### src/hw/dio_regs_pkg.sv
// constants and carrier types for the port-two mode and power-output register block
package dio_regs_pkg;
  localparam logic [3:0] OFS_GROUP_A = 4'h4;
  localparam logic [3:0] OFS_GROUP_B = 4'h5;
  localparam logic [3:0] OFS_GROUP_C = 4'h6;
  localparam logic [3:0] OFS_MODE_CTRL = 4'h7;
  localparam logic [3:0] OFS_POWER_0 = 4'h8;
  localparam logic [3:0] OFS_POWER_1 = 4'h9;
  localparam logic [3:0] OFS_POWER_2 = 4'ha;
  localparam logic [3:0] OFS_POWER_3 = 4'hb;
  localparam logic [1:0] MODE_UNDEF = 2'h0;
  localparam logic [1:0] MODE_PRESET = 2'h1;
  localparam logic [1:0] MODE_DIRECTION = 2'h2;
  localparam logic [1:0] MODE_OPERATION = 2'h3;
  localparam logic [1:0] MODE_RESET = 2'h3;
  localparam logic [7:0] GROUP_RESET = 8'h00;
  localparam logic [3:0] POWER_RESET = 4'h0;
  localparam logic [7:0] RDATA_RESET = 8'h00;
  localparam int IN_LSB = 4;

  typedef struct packed {
    logic wr;
    logic rd;
    logic [3:0] addr;
    logic [7:0] wdata;
  } bus_req_type;

  typedef struct packed {
    logic [7:0] value;
    logic [7:0] dir;
  } group_state_type;

  typedef struct packed {
    logic [1:0] mode;
    logic [3:0] power;
    logic [7:0] rdata;
  } top_state_type;
endpackage

### src/hw/port2_group.sv
// one 8-bit port-two data group: value and direction storage under the mode field
`timescale 1ns/1ns
module port2_group #(
  parameter int WIDTH = 8
) (
  input wire logic i_clock,
  input wire logic i_rst_n,
  input wire logic i_wr,
  input wire logic [1:0] i_mode,
  input wire logic [WIDTH-1:0] i_wdata,
  input wire logic [WIDTH-1:0] i_pins,
  output logic [WIDTH-1:0] o_pin_out,
  output logic [WIDTH-1:0] o_pin_oe,
  output logic [WIDTH-1:0] o_rdata
);
  dio_regs_pkg::group_state_type st_ff;
  dio_regs_pkg::group_state_type nxt_st;

  always_comb begin
    nxt_st = st_ff;
    if (i_wr) begin
      case (i_mode)
        dio_regs_pkg::MODE_PRESET: nxt_st.value = i_wdata;
        dio_regs_pkg::MODE_DIRECTION: nxt_st.dir = i_wdata;
        dio_regs_pkg::MODE_OPERATION: begin
          nxt_st.value = (st_ff.value & ~st_ff.dir) | (i_wdata & st_ff.dir);
        end
        default: nxt_st = st_ff;
      endcase
    end
  end

  always_ff @(posedge i_clock) begin
    if (!i_rst_n) begin
      st_ff.value <= dio_regs_pkg::GROUP_RESET;
      st_ff.dir <= dio_regs_pkg::GROUP_RESET;
    end else begin
      st_ff <= nxt_st;
    end
  end

  // input bits are left undriven; the stored value only reaches pins set as outputs
  assign o_pin_out = st_ff.value;
  assign o_pin_oe = st_ff.dir;

  always_comb begin
    case (i_mode)
      dio_regs_pkg::MODE_PRESET: o_rdata = st_ff.value;
      dio_regs_pkg::MODE_DIRECTION: o_rdata = st_ff.dir;
      dio_regs_pkg::MODE_OPERATION: o_rdata = (i_pins & ~st_ff.dir) | (st_ff.value & st_ff.dir);
      default: o_rdata = i_pins;
    endcase
  end

  property p_preset_write;
    @(posedge i_clock) disable iff (!i_rst_n)
      i_wr && i_mode == dio_regs_pkg::MODE_PRESET |=> st_ff.value == $past(i_wdata);
  endproperty
  a_preset_write: assert property (p_preset_write) else $error("preset write not stored");

  property p_dir_write;
    @(posedge i_clock) disable iff (!i_rst_n)
      i_wr && i_mode == dio_regs_pkg::MODE_DIRECTION |=> o_pin_oe == $past(i_wdata);
  endproperty
  a_dir_write: assert property (p_dir_write) else $error("direction write not applied");

  property p_oper_inputs_kept;
    @(posedge i_clock) disable iff (!i_rst_n)
      i_wr && i_mode == dio_regs_pkg::MODE_OPERATION |=>
        ((st_ff.value ^ $past(st_ff.value)) & ~$past(st_ff.dir)) == '0;
  endproperty
  a_oper_inputs_kept: assert property (p_oper_inputs_kept) else $error("operation write touched input bit");

  property p_undef_frozen;
    @(posedge i_clock) disable iff (!i_rst_n)
      i_wr && i_mode == dio_regs_pkg::MODE_UNDEF |=> $stable(st_ff);
  endproperty
  a_undef_frozen: assert property (p_undef_frozen) else $error("write in undefined mode changed state");

  property p_preset_read;
    @(posedge i_clock) disable iff (!i_rst_n)
      i_wr && i_mode == dio_regs_pkg::MODE_PRESET ##1 i_mode == dio_regs_pkg::MODE_PRESET && !i_wr
        |-> o_rdata == $past(i_wdata);
  endproperty
  a_preset_read: assert property (p_preset_read) else $error("preset readback wrong");

  c_dir_then_oper: cover property (@(posedge i_clock) disable iff (!i_rst_n)
    i_wr && i_mode == dio_regs_pkg::MODE_DIRECTION ##[1:20] i_wr && i_mode == dio_regs_pkg::MODE_OPERATION);
endmodule

### src/hw/port_mode_and_power_outputs.sv
// port-two mode selector, port-two data groups and four high-current outputs with isolated inputs
`timescale 1ns/1ns
module port_mode_and_power_outputs #(
  parameter int GROUP_WIDTH = 8,
  parameter int POWER_COUNT = 4
) (
  input wire logic i_clock,
  input wire logic i_rst_n,
  input wire logic i_wr,
  input wire logic i_rd,
  input wire logic [3:0] i_addr,
  input wire logic [7:0] i_wdata,
  input wire logic [POWER_COUNT-1:0] i_iso_in,
  input wire logic i_irq_route_en,
  input wire logic [3*GROUP_WIDTH-1:0] i_port2_pins,
  output logic [7:0] o_rdata,
  output logic [POWER_COUNT-1:0] o_power_drive,
  output logic o_irq,
  output logic [3*GROUP_WIDTH-1:0] o_port2_out,
  output logic [3*GROUP_WIDTH-1:0] o_port2_oe
);
  dio_regs_pkg::bus_req_type req;
  dio_regs_pkg::top_state_type st_ff;
  dio_regs_pkg::top_state_type nxt_st;
  logic [2:0] grp_wr;
  logic [3*GROUP_WIDTH-1:0] grp_rdata;
  logic [7:0] power_view;

  assign req = '{wr: i_wr, rd: i_rd, addr: i_addr, wdata: i_wdata};

  // groups a, b, c sit at consecutive offsets from the first group
  genvar g;
  generate
    for (g = 0; g < 3; g++) begin : gen_group
      assign grp_wr[g] = req.wr && (req.addr == dio_regs_pkg::OFS_GROUP_A + 4'(g));
      port2_group #(.WIDTH(GROUP_WIDTH)) u_group (
        .i_clock(i_clock),
        .i_rst_n(i_rst_n),
        .i_wr(grp_wr[g]),
        .i_mode(st_ff.mode),
        .i_wdata(req.wdata[GROUP_WIDTH-1:0]),
        .i_pins(i_port2_pins[g*GROUP_WIDTH +: GROUP_WIDTH]),
        .o_pin_out(o_port2_out[g*GROUP_WIDTH +: GROUP_WIDTH]),
        .o_pin_oe(o_port2_oe[g*GROUP_WIDTH +: GROUP_WIDTH]),
        .o_rdata(grp_rdata[g*GROUP_WIDTH +: GROUP_WIDTH])
      );
    end
  endgenerate

  // status reads inverted because the drivers are low-side switches; inputs pass as live levels
  assign power_view = {i_iso_in, ~st_ff.power};

  always_comb begin
    nxt_st = st_ff;
    nxt_st.rdata = st_ff.rdata;
    if (req.wr) begin
      if (req.addr == dio_regs_pkg::OFS_MODE_CTRL) begin
        nxt_st.mode = req.wdata[1:0];
      end else if (req.addr == dio_regs_pkg::OFS_POWER_0) begin
        nxt_st.power[0] = req.wdata[0];
      end else if (req.addr == dio_regs_pkg::OFS_POWER_1) begin
        nxt_st.power[1] = req.wdata[1];
      end else if (req.addr == dio_regs_pkg::OFS_POWER_2) begin
        nxt_st.power[2] = req.wdata[2];
      end else if (req.addr == dio_regs_pkg::OFS_POWER_3) begin
        nxt_st.power[3] = req.wdata[3];
      end
    end
    if (req.rd) begin
      if (req.addr == dio_regs_pkg::OFS_GROUP_A) begin
        nxt_st.rdata = grp_rdata[0 +: 8];
      end else if (req.addr == dio_regs_pkg::OFS_GROUP_B) begin
        nxt_st.rdata = grp_rdata[8 +: 8];
      end else if (req.addr == dio_regs_pkg::OFS_GROUP_C) begin
        nxt_st.rdata = grp_rdata[16 +: 8];
      end else if (req.addr == dio_regs_pkg::OFS_MODE_CTRL) begin
        nxt_st.rdata = {6'h00, st_ff.mode};
      end else if (req.addr >= dio_regs_pkg::OFS_POWER_0 && req.addr <= dio_regs_pkg::OFS_POWER_3) begin
        nxt_st.rdata = power_view;
      end else begin
        nxt_st.rdata = 8'h00;
      end
    end
  end

  always_ff @(posedge i_clock) begin
    if (!i_rst_n) begin
      st_ff.mode <= dio_regs_pkg::MODE_RESET;
      st_ff.power <= dio_regs_pkg::POWER_RESET;
      st_ff.rdata <= dio_regs_pkg::RDATA_RESET;
    end else begin
      st_ff <= nxt_st;
    end
  end

  assign o_rdata = st_ff.rdata;
  assign o_power_drive = st_ff.power;
  assign o_irq = i_irq_route_en & i_iso_in[0];

  property p_mode_write;
    @(posedge i_clock) disable iff (!i_rst_n)
      req.wr && req.addr == dio_regs_pkg::OFS_MODE_CTRL |=> st_ff.mode == $past(req.wdata[1:0]);
  endproperty
  a_mode_write: assert property (p_mode_write) else $error("mode field not written");

  property p_power_read;
    @(posedge i_clock) disable iff (!i_rst_n)
      req.rd && !req.wr && req.addr >= dio_regs_pkg::OFS_POWER_0 && req.addr <= dio_regs_pkg::OFS_POWER_3
        |=> o_rdata[7:dio_regs_pkg::IN_LSB] == $past(i_iso_in)
          && o_rdata[dio_regs_pkg::IN_LSB-1:0] == ~o_power_drive;
  endproperty
  a_power_read: assert property (p_power_read) else $error("power register readback wrong");

  property p_power0;
    @(posedge i_clock) disable iff (!i_rst_n)
      req.wr && req.addr == dio_regs_pkg::OFS_POWER_0 |=> o_power_drive[0] == $past(req.wdata[0]);
  endproperty
  a_power0: assert property (p_power0) else $error("output 0 not set");

  property p_power1;
    @(posedge i_clock) disable iff (!i_rst_n)
      req.wr && req.addr == dio_regs_pkg::OFS_POWER_1 |=> o_power_drive[1] == $past(req.wdata[1]);
  endproperty
  a_power1: assert property (p_power1) else $error("output 1 not set");

  property p_power2;
    @(posedge i_clock) disable iff (!i_rst_n)
      req.wr && req.addr == dio_regs_pkg::OFS_POWER_2 |=> o_power_drive[2] == $past(req.wdata[2]);
  endproperty
  a_power2: assert property (p_power2) else $error("output 2 not set");

  property p_power3;
    @(posedge i_clock) disable iff (!i_rst_n)
      req.wr && req.addr == dio_regs_pkg::OFS_POWER_3 |=> o_power_drive[3] == $past(req.wdata[3]);
  endproperty
  a_power3: assert property (p_power3) else $error("output 3 not set");

  property p_power_isolated;
    @(posedge i_clock) disable iff (!i_rst_n)
      req.wr && req.addr == dio_regs_pkg::OFS_POWER_0 |=> o_power_drive[3:1] == $past(o_power_drive[3:1]);
  endproperty
  a_power_isolated: assert property (p_power_isolated) else $error("write disturbed other outputs");

  property p_irq_level;
    @(posedge i_clock) disable iff (!i_rst_n)
      o_irq == (i_irq_route_en && i_iso_in[0]);
  endproperty
  a_irq_level: assert property (p_irq_level) else $error("interrupt does not follow input 0");

  property p_power1_isolated;
    @(posedge i_clock) disable iff (!i_rst_n)
      req.wr && req.addr == dio_regs_pkg::OFS_POWER_1
        |=> {o_power_drive[3:2], o_power_drive[0]} == $past({o_power_drive[3:2], o_power_drive[0]});
  endproperty
  a_power1_isolated: assert property (p_power1_isolated) else $error("write disturbed other outputs");

  property p_power2_isolated;
    @(posedge i_clock) disable iff (!i_rst_n)
      req.wr && req.addr == dio_regs_pkg::OFS_POWER_2
        |=> {o_power_drive[3], o_power_drive[1:0]} == $past({o_power_drive[3], o_power_drive[1:0]});
  endproperty
  a_power2_isolated: assert property (p_power2_isolated) else $error("write disturbed other outputs");

  property p_power3_isolated;
    @(posedge i_clock) disable iff (!i_rst_n)
      req.wr && req.addr == dio_regs_pkg::OFS_POWER_3
        |=> o_power_drive[2:0] == $past(o_power_drive[2:0]);
  endproperty
  a_power3_isolated: assert property (p_power3_isolated) else $error("write disturbed other outputs");

  // no disable here: the reset itself is what is checked
  property p_reset_state;
    @(posedge i_clock)
      !i_rst_n |=> st_ff.mode == dio_regs_pkg::MODE_RESET && o_power_drive == dio_regs_pkg::POWER_RESET;
  endproperty
  a_reset_state: assert property (p_reset_state) else $error("reset state wrong");

  property p_mode_read;
    @(posedge i_clock) disable iff (!i_rst_n)
      req.rd && req.addr == dio_regs_pkg::OFS_MODE_CTRL
        |=> o_rdata[7:2] == 6'h00 && o_rdata[1:0] == $past(st_ff.mode);
  endproperty
  a_mode_read: assert property (p_mode_read) else $error("mode readback wrong");

  property p_dir_read;
    @(posedge i_clock) disable iff (!i_rst_n)
      req.rd && req.addr == dio_regs_pkg::OFS_GROUP_A && st_ff.mode == dio_regs_pkg::MODE_DIRECTION
        |=> o_rdata == $past(o_port2_oe[7:0]);
  endproperty
  a_dir_read: assert property (p_dir_read) else $error("direction readback wrong");

  // the host may poll late, so read data must stand until the next read
  property p_rdata_held;
    @(posedge i_clock) disable iff (!i_rst_n)
      !req.rd |=> $stable(o_rdata);
  endproperty
  a_rdata_held: assert property (p_rdata_held) else $error("read data moved without a read");

  property p_power_keeps_mode;
    @(posedge i_clock) disable iff (!i_rst_n)
      req.wr && req.addr >= dio_regs_pkg::OFS_POWER_0 && req.addr <= dio_regs_pkg::OFS_POWER_3
        |=> $stable(st_ff.mode);
  endproperty
  a_power_keeps_mode: assert property (p_power_keeps_mode) else $error("power write changed mode");

  property p_mode_keeps_power;
    @(posedge i_clock) disable iff (!i_rst_n)
      req.wr && req.addr == dio_regs_pkg::OFS_MODE_CTRL |=> $stable(o_power_drive);
  endproperty
  a_mode_keeps_power: assert property (p_mode_keeps_power) else $error("mode write changed outputs");

  c_mode_preset: cover property (@(posedge i_clock) disable iff (!i_rst_n)
    st_ff.mode == dio_regs_pkg::MODE_PRESET ##1 grp_wr[0]);
  c_all_power_on: cover property (@(posedge i_clock) disable iff (!i_rst_n) o_power_drive == 4'hf);
  c_irq_held: cover property (@(posedge i_clock) disable iff (!i_rst_n) o_irq [*3]);
  c_status_read: cover property (@(posedge i_clock) disable iff (!i_rst_n)
    req.rd && req.addr == dio_regs_pkg::OFS_POWER_3 ##1 o_rdata[3:0] != 4'hf);
endmodule

### config.mk
export PLATFORM = sky130hd
export DESIGN_NAME = port_mode_and_power_outputs
export DESIGN_NICKNAME = d
export VERILOG_FILES = /design/src/hw/dio_regs_pkg.sv /design/src/hw/port2_group.sv /design/src/hw/port_mode_and_power_outputs.sv
export SDC_FILE = /design/constraint.sdc
export NUM_CORES = 1
export LEC_CHECK = 0
export ABC_AREA = 1
export BUFFER_PORTS_ARGS = -buffer_cell sky130_fd_sc_hd__buf_2
export CAP_MARGIN = 20
export CORE_MARGIN = 5
export CORE_UTILIZATION = 55
export DETAILED_ROUTE_END_ITERATION = 6
export GPL_ROUTABILITY_DRIVEN = 1
export GPL_TIMING_DRIVEN = 0
export PLACE_DENSITY = 0.84
export RECOVER_POWER = 100
export SLEW_MARGIN = 20
export SYNTH_ARGS = -nofsm -noshare
export SYNTH_HDL_FRONTEND = slang
export SYNTH_HIERARCHICAL = 1
export SYNTH_SLANG_ARGS = --single-unit
### constraint.sdc
create_clock -name i_clock -period 4.4 [get_ports i_clock]
set_input_delay 0.66 -clock i_clock [delete_from_list [all_inputs] [get_ports i_clock]]
set_output_delay 0.66 -clock i_clock [all_outputs]
set_load 0.1 [all_outputs]
After elaboration in Yosys (flattened, before gate mapping)

Index checks and enable logic that the tools add are counted.

$add $sub $neg: 0
Multiply operators: 0
Shifts and indexed selects: 0
Reductions and logical operators: 16
Muxes and demuxes: 11
Eq/ne operators: 11
$lt $le $gt $ge: 2
Bitwise gates (word level): 27
Div/mod/pow operators: 0

Operators by type and width:

| cell                                                            | number |
|---|---|
| 8-bit AND                                                       | 12 |
| 8-bit case mux with 3 select lines                              | 3 |
| 8-bit bitwise OR                                                | 6 |
| 8-bit case mux with 2 select lines                              | 3 |
| 8-bit two-way mux                                               | 5 |
| 8-bit inverter                                                  | 3 |
| 4-bit by 3-bit == test with 1-bit output, second input constant | 4 |
| 4-bit == test, second input constant                            | 4 |
| 2-bit AND reduction                                             | 7 |
| 6-bit AND reduction                                             | 1 |
| 5-bit AND reduction                                             | 1 |
| 2-bit == test, second input constant                            | 2 |
| 4-bit greater-or-equal comparator, second input constant        | 1 |
| 4-bit less-or-equal comparator, second input constant           | 1 |
| 1-bit logical AND                                               | 4 |
| 1-bit inverter                                                  | 4 |
| 4-bit inverter                                                  | 1 |
| 4-bit AND reduction                                             | 1 |
| 3-bit AND reduction                                             | 1 |
| 2-bit by 1-bit == test with 1-bit output, second input constant | 1 |
| 2-bit nonzero test                                              | 1 |
| 1-bit AND                                                       | 1 |

Bits in latches: 0
Register bits after elaboration: 62
Input bits: 45
Memory bits (read-only): 0
Memory bits (writable): 0
Word-level logic and storage cells: 79
Memories: 0
Output and inout bits: 61

Depth between registers and ports, before layout

Depth in word-level cells: 7
Mapped depth: 13
Depth with buffers taken out: 11

Cells and area by module

Netlist, hierarchy kept.

By module, submodules not included:

| module                      | cells each | instances | sequential area each (sq um) | area an instance (sq um) |
|---|---|---|---|---|
| port2_group                 | 152        | 3         | 320.3                        | 934.6 |
| port_mode_and_power_outputs | 155        | 1         | 280.3                        | 969.7 |

Worst setup path after synthesis

Ideal clock, no wire load.

Path kind: in2out
From: in i_irq_route_en
To: out o_irq
Buffers on the path: 0
Setup slack: 2.459 ns
Cell stages on the path: 2
Data arrival time: 1.281 ns
Required time: 3.740 ns
Cells stage by stage: nand2_1 inv_1

Word-level cells in the longest chain between the ends: 1

RTL lines:

| what            | line                              | text |
|---|---|---|
| start, declared | port_mode_and_power_outputs.sv:14 | `input wire logic i_irq_route_en,` |
| 1-bit AND       | port_mode_and_power_outputs.sv:98 | `assign o_irq = i_irq_route_en & i_iso_in[0];` |
| end, declared   | port_mode_and_power_outputs.sv:18 | `output logic o_irq,` |

Every way passes these cells.

Worst setup path after layout

From: reg st_ff[12] in the netlist's numbering
To: reg st_ff (netlist bit o_rdata[5])

Elaborated cells between the ends (all ways): 9
Those cells by class: 3 x eq/ne; 6 x mux

RTL lines:

| what                                                                             | line                              | text |
|---|---|---|
| start, declared                                                                  | port_mode_and_power_outputs.sv:23 | `dio_regs_pkg::top_state_type st_ff;` |
| start signal, assigned                                                           | port_mode_and_power_outputs.sv:92 | `st_ff <= nxt_st;` |
| 2-bit == test / 2-bit by 1-bit == test with 1-bit output (equally long branches) | port2_group.sv:47                 | `case (i_mode)` |
| 8-bit case mux with 3 select lines *                                             | port2_group.sv:47                 |  |
| via grp_rdata[13]                                                                | port_mode_and_power_outputs.sv:26 | `logic [3*GROUP_WIDTH-1:0] grp_rdata;` |
| 8-bit two-way mux *                                                              | port_mode_and_power_outputs.sv:72 | `end else if (req.addr == dio_regs_pkg::OFS_GROUP_B) begin` |
| 8-bit two-way mux *                                                              | port_mode_and_power_outputs.sv:70 | `if (req.addr == dio_regs_pkg::OFS_GROUP_A) begin` |

Mark *: on every way through the listed nets, which the timed path passes. The rest lies on a longest branch.
A chain may end at the register's enable or synchronous reset.

==> key figures <==
Run status
  – Outcome: completed

Critical path
  – Crit path DAT: approximately 3200 ps
  – Cell family with most CP delay: buffers and inverters
  – Critical register-to-register path endpoint: o_rdata[5]
  – Crit end category: flop
  – FF-to-FF setup slack: 1420 ps
  – Slowest stage delay, CP: 880 ps
  – Worst Path Buf+Inv: 3
  – Cells on worst reg2reg path: 11
  – Crit path max-delay cell type: dfxtp_1
  – Critical path fanouts, max: 20
  – Crit path kind: flop to flop
  – Worst path cell trace: clkinv_1, clkbuf_1, nand2_4, clkbuf_1, o21ai_0, nand2_1, nand2_1, o211ai_1, nand3_1, nand3_1, a21oi_1
  – Critical Path RT: 4630 ps
  – Critical path launch point type: flop
  – Launch point of the worst reg-to-reg path: st_ff[12]

Detailed routing
  – Total vias in the final route: around 4.3k
  – Pre-antenna DRT Iters: 5
  – DR iter-0 viols: 301
  – Post-route ant nets: 0
  – Post-DR vias/cell: between 5 and 6
  – DRC: 0
  – Detailed Route WL: ~12000 um
  – Drt wl/cell: ~15 um

Synthesis
  – Syn Inst Count: about 600
  – Post-synthesis sequential area ratio: 32.9%
  – Syn_nets: ~660
  – Synthesized area: 3770 um2
  – Mean Syn Cell Area: between 6 and 7 um2
  – Synthesized flop and latch total: 62
  – Netlist cell types: 25
  – Synth Warn #: 6

Place
  – Port bufs: 104
  – Dpl cells: 795
  – Routability congestion estimate: 0.960
  – Detailed Place HPWL: 8780 um

STA
  – Worst slew pin tran: around 1200 ps
  – Final setup fails: 0
  – Max Fclk: 335 MHz
  – Clock Skews: ~10 ps
  – Hold Vio Cnt, Final: 0
  – Post-route minimum period: between 2000 and 3000 ps
  – Relative slew slack: 21.2%
  – Final setup TNS: 0 ps
  – RSZ-0062 raised after global routing: no
  – Max-slew violations: 0
  – Fin crit share: around two thirds

Pwr
  – VDD IR-drop max: 0.228 mV
  – Logic gate share of total power: 13.5%
  – Sw frac: between 20% and 30%
  – Sequential cell fraction of total power: 42.3%
  – Total power: 1350 uW
  – Leakage power: 0.00242 uW
  – Psw: 368 uW
  – Int Pwr: 982 uW
  – Power per cell area: 302 nW/um2
  – Clk pwr share: 44.1%

Global route
  – Busiest grt layer: met2
  – Gr ovfl total: 0
  – Antenna violations before repair: 0
  – Number of global-route vias before repair: 4139
  – Grt met2 use: 45.7%
  – Met1 Track Usage GR: 36.4%
  – M3 GR Usage: 4.39%
  – Gr usage total: 28.4%
  – First-pass GRT wire length: 19400 um
  – Largest net degree at the start of global routing: 21

Final layout
  – N_diodes: 0
  – Multi-input logic area: 1950 um2
  – Layout cells sized above 1: about an eighth
  – Layout fillers: slightly below 700
  – Nets: approximately 770
  – Final Non-Filler Cells: 811
  – Register area: about 1200 um2
  – Final core utilization: 66.5%
  – Layout Area Growth over Synthesis: 18.4%

Clocking
  – CTS root buffer: clkbuf_8
  – Bufs on Longest Clock Path: 2
  – Num CTS Buffers: 9
  – Later-pin clock latency in the skew report: 340 ps
  – Post-CTS Hold Buffers: 0
  – Clock slew seen by the registers of the worst setup and hold paths: 70 ps
  – Post-CTS setup buffer count: 0
  – # clock sinks: 62
  – H-tree Lvls: 3
  – Post-CTS Resized: 0
  – CTS tree: built

Worst hold path
  – Hold path endpoint: o_rdata[3]
  – Worst hold start: o_rdata[3]
  – Worst min path class: flop to flop
  – Hold Path Cell Cnt: 2

Run
  – Max-Cap Viols: 0

Floorplan
  – Number of top-level pins: 106
  – Core Area: 6720 um2
  – Initial Util: between 50% and 60%
  – Die X-Extent: about 93 um
  – Die ar.: 8620 um2
  – FP Rows: 30
  – Die height: 92.8 um
## metal layers
metal / vias to the layer above / wire, um
met2: 202 / 5550
met1: 1947 / 5070
met5: - / 0
met3: 37 / 977
li1: 2139 / -
met4: 0 / 471
## worst max-delay path by stage
| stage | depth (start not counted) | endpoint | slack [ps] | startpoint |
|---|---|---|---|---|
| after floorplan | 2 | o_irq | 2460 | i_irq_route_en |
| final | 11 | o_rdata[5] | 1420 | st_ff[12] |
| after global placement | 11 | o_rdata[5] | 2250 | st_ff[12] |
| after global routing | 11 | o_rdata[5] | 1290 | st_ff[12] |
| after CTS | 11 | o_rdata[5] | 2220 | st_ff[12] |
| after detailed placement | 11 | o_rdata[5] | 2240 | st_ff[12] |
## power by group through the flow
stage	combinational (uW)	clock [uW]	sequential, uW
after floorplan	120	0	587
after global placement	183	0	584
after detailed placement	185	0	584
after CTS	186	602	571
after global routing	199	627	572
final	182	596	571
## worst min-delay path: cells and delay by family, from the launching register on
family / cells / cell delay [ps]
DFF: 1 / 310
and+or+nand+nor: 1 / 60
AOI/OAI and AO/OA: 1 / 60
## synth_stat cells
| master | number | area share, % |
|---|---|---|
| a21oi_1 | 38 | 5.0 |
| a21oi_2 | 3 | 0.70 |
| and2_1 | 3 | 0.50 |
| buf_2 | 6 | 0.80 |
| buf_4 | 19 | 3.8 |
| buf_6 | 6 | 1.8 |
| clkbuf_1 | 4 | 0.40 |
| clkinv_1 | 1 | 0.099 |
| dfxtp_1 | 62 | 33 |
| inv_1 | 69 | 6.9 |
| inv_2 | 7 | 0.70 |
| nand2_1 | 188 | 19 |
| nand2_2 | 4 | 0.66 |
| nand2_4 | 4 | 1.2 |
| nand3_1 | 50 | 6.6 |
| nand3_2 | 3 | 0.80 |
| nand4_1 | 1 | 0.17 |
| nor2_1 | 87 | 8.7 |
| nor2_2 | 2 | 0.33 |
| nor2_4 | 1 | 0.30 |
| nor3_1 | 2 | 0.27 |
| o211ai_1 | 27 | 5.4 |
| o21ai_0 | 12 | 1.6 |
| o21ai_1 | 6 | 0.80 |
| or2_0 | 6 | 0.99 |
## cells in the final DEF, fill, tap and decap left out
| cell type | instances |
|---|---|
| clkbuf_8 | 12 |
| a21oi_2 | 2 |
| inv_1 | 72 |
| nand3_1 | 53 |
| buf_2 | 45 |
| o21ai_1 | 4 |
| buf_4 | 12 |
| clkinv_2 | 1 |
| nor2_2 | 1 |
| a21oi_1 | 39 |
| o21ai_0 | 14 |
| and2_1 | 3 |
| dfxtp_1 | 62 |
| nand4_1 | 1 |
| nor3_1 | 2 |
| nand2_4 | 3 |
| o211ai_1 | 27 |
| nor2_1 | 89 |
| inv_2 | 3 |
| or2_0 | 6 |
| bufinv_16 | 2 |
| nand2_2 | 4 |
| nand2_1 | 189 |
| clkbuf_1 | 79 |
| buf_6 | 4 |
| clkinv_1 | 2 |
## cell families (layout without fill, tap and decap cells)
logic type      Yosys count  after routing  share of synthesized area, %
compound gates           86             86                          13.5
buf+inv                 112            232                          14.4
flops                    62             62                          32.9
simple gates            351            351                          39.2
## cell type report
cell class	count	area share [%]
flip-flops and latches	62	27.8
well taps	80	2.24
inverters	77	6.47
clock buffers	13	3.78
clock inverters	3	1.46
multi-input cells	437	43.7
plain buffers	35	4.79
repair buffers	104	9.83
## metrics by stage
step                area (um2)  setup WS, ps  hold WS, ps
finish                    4470          1420          470
global route              4470          1290          504
CTS                       4630          2220          469
detailed placement        4390          2240          458
global placement          4390          2250          455
floorplan                 3770          2460          444
Note: power is estimated with default switching activity, not from simulation.
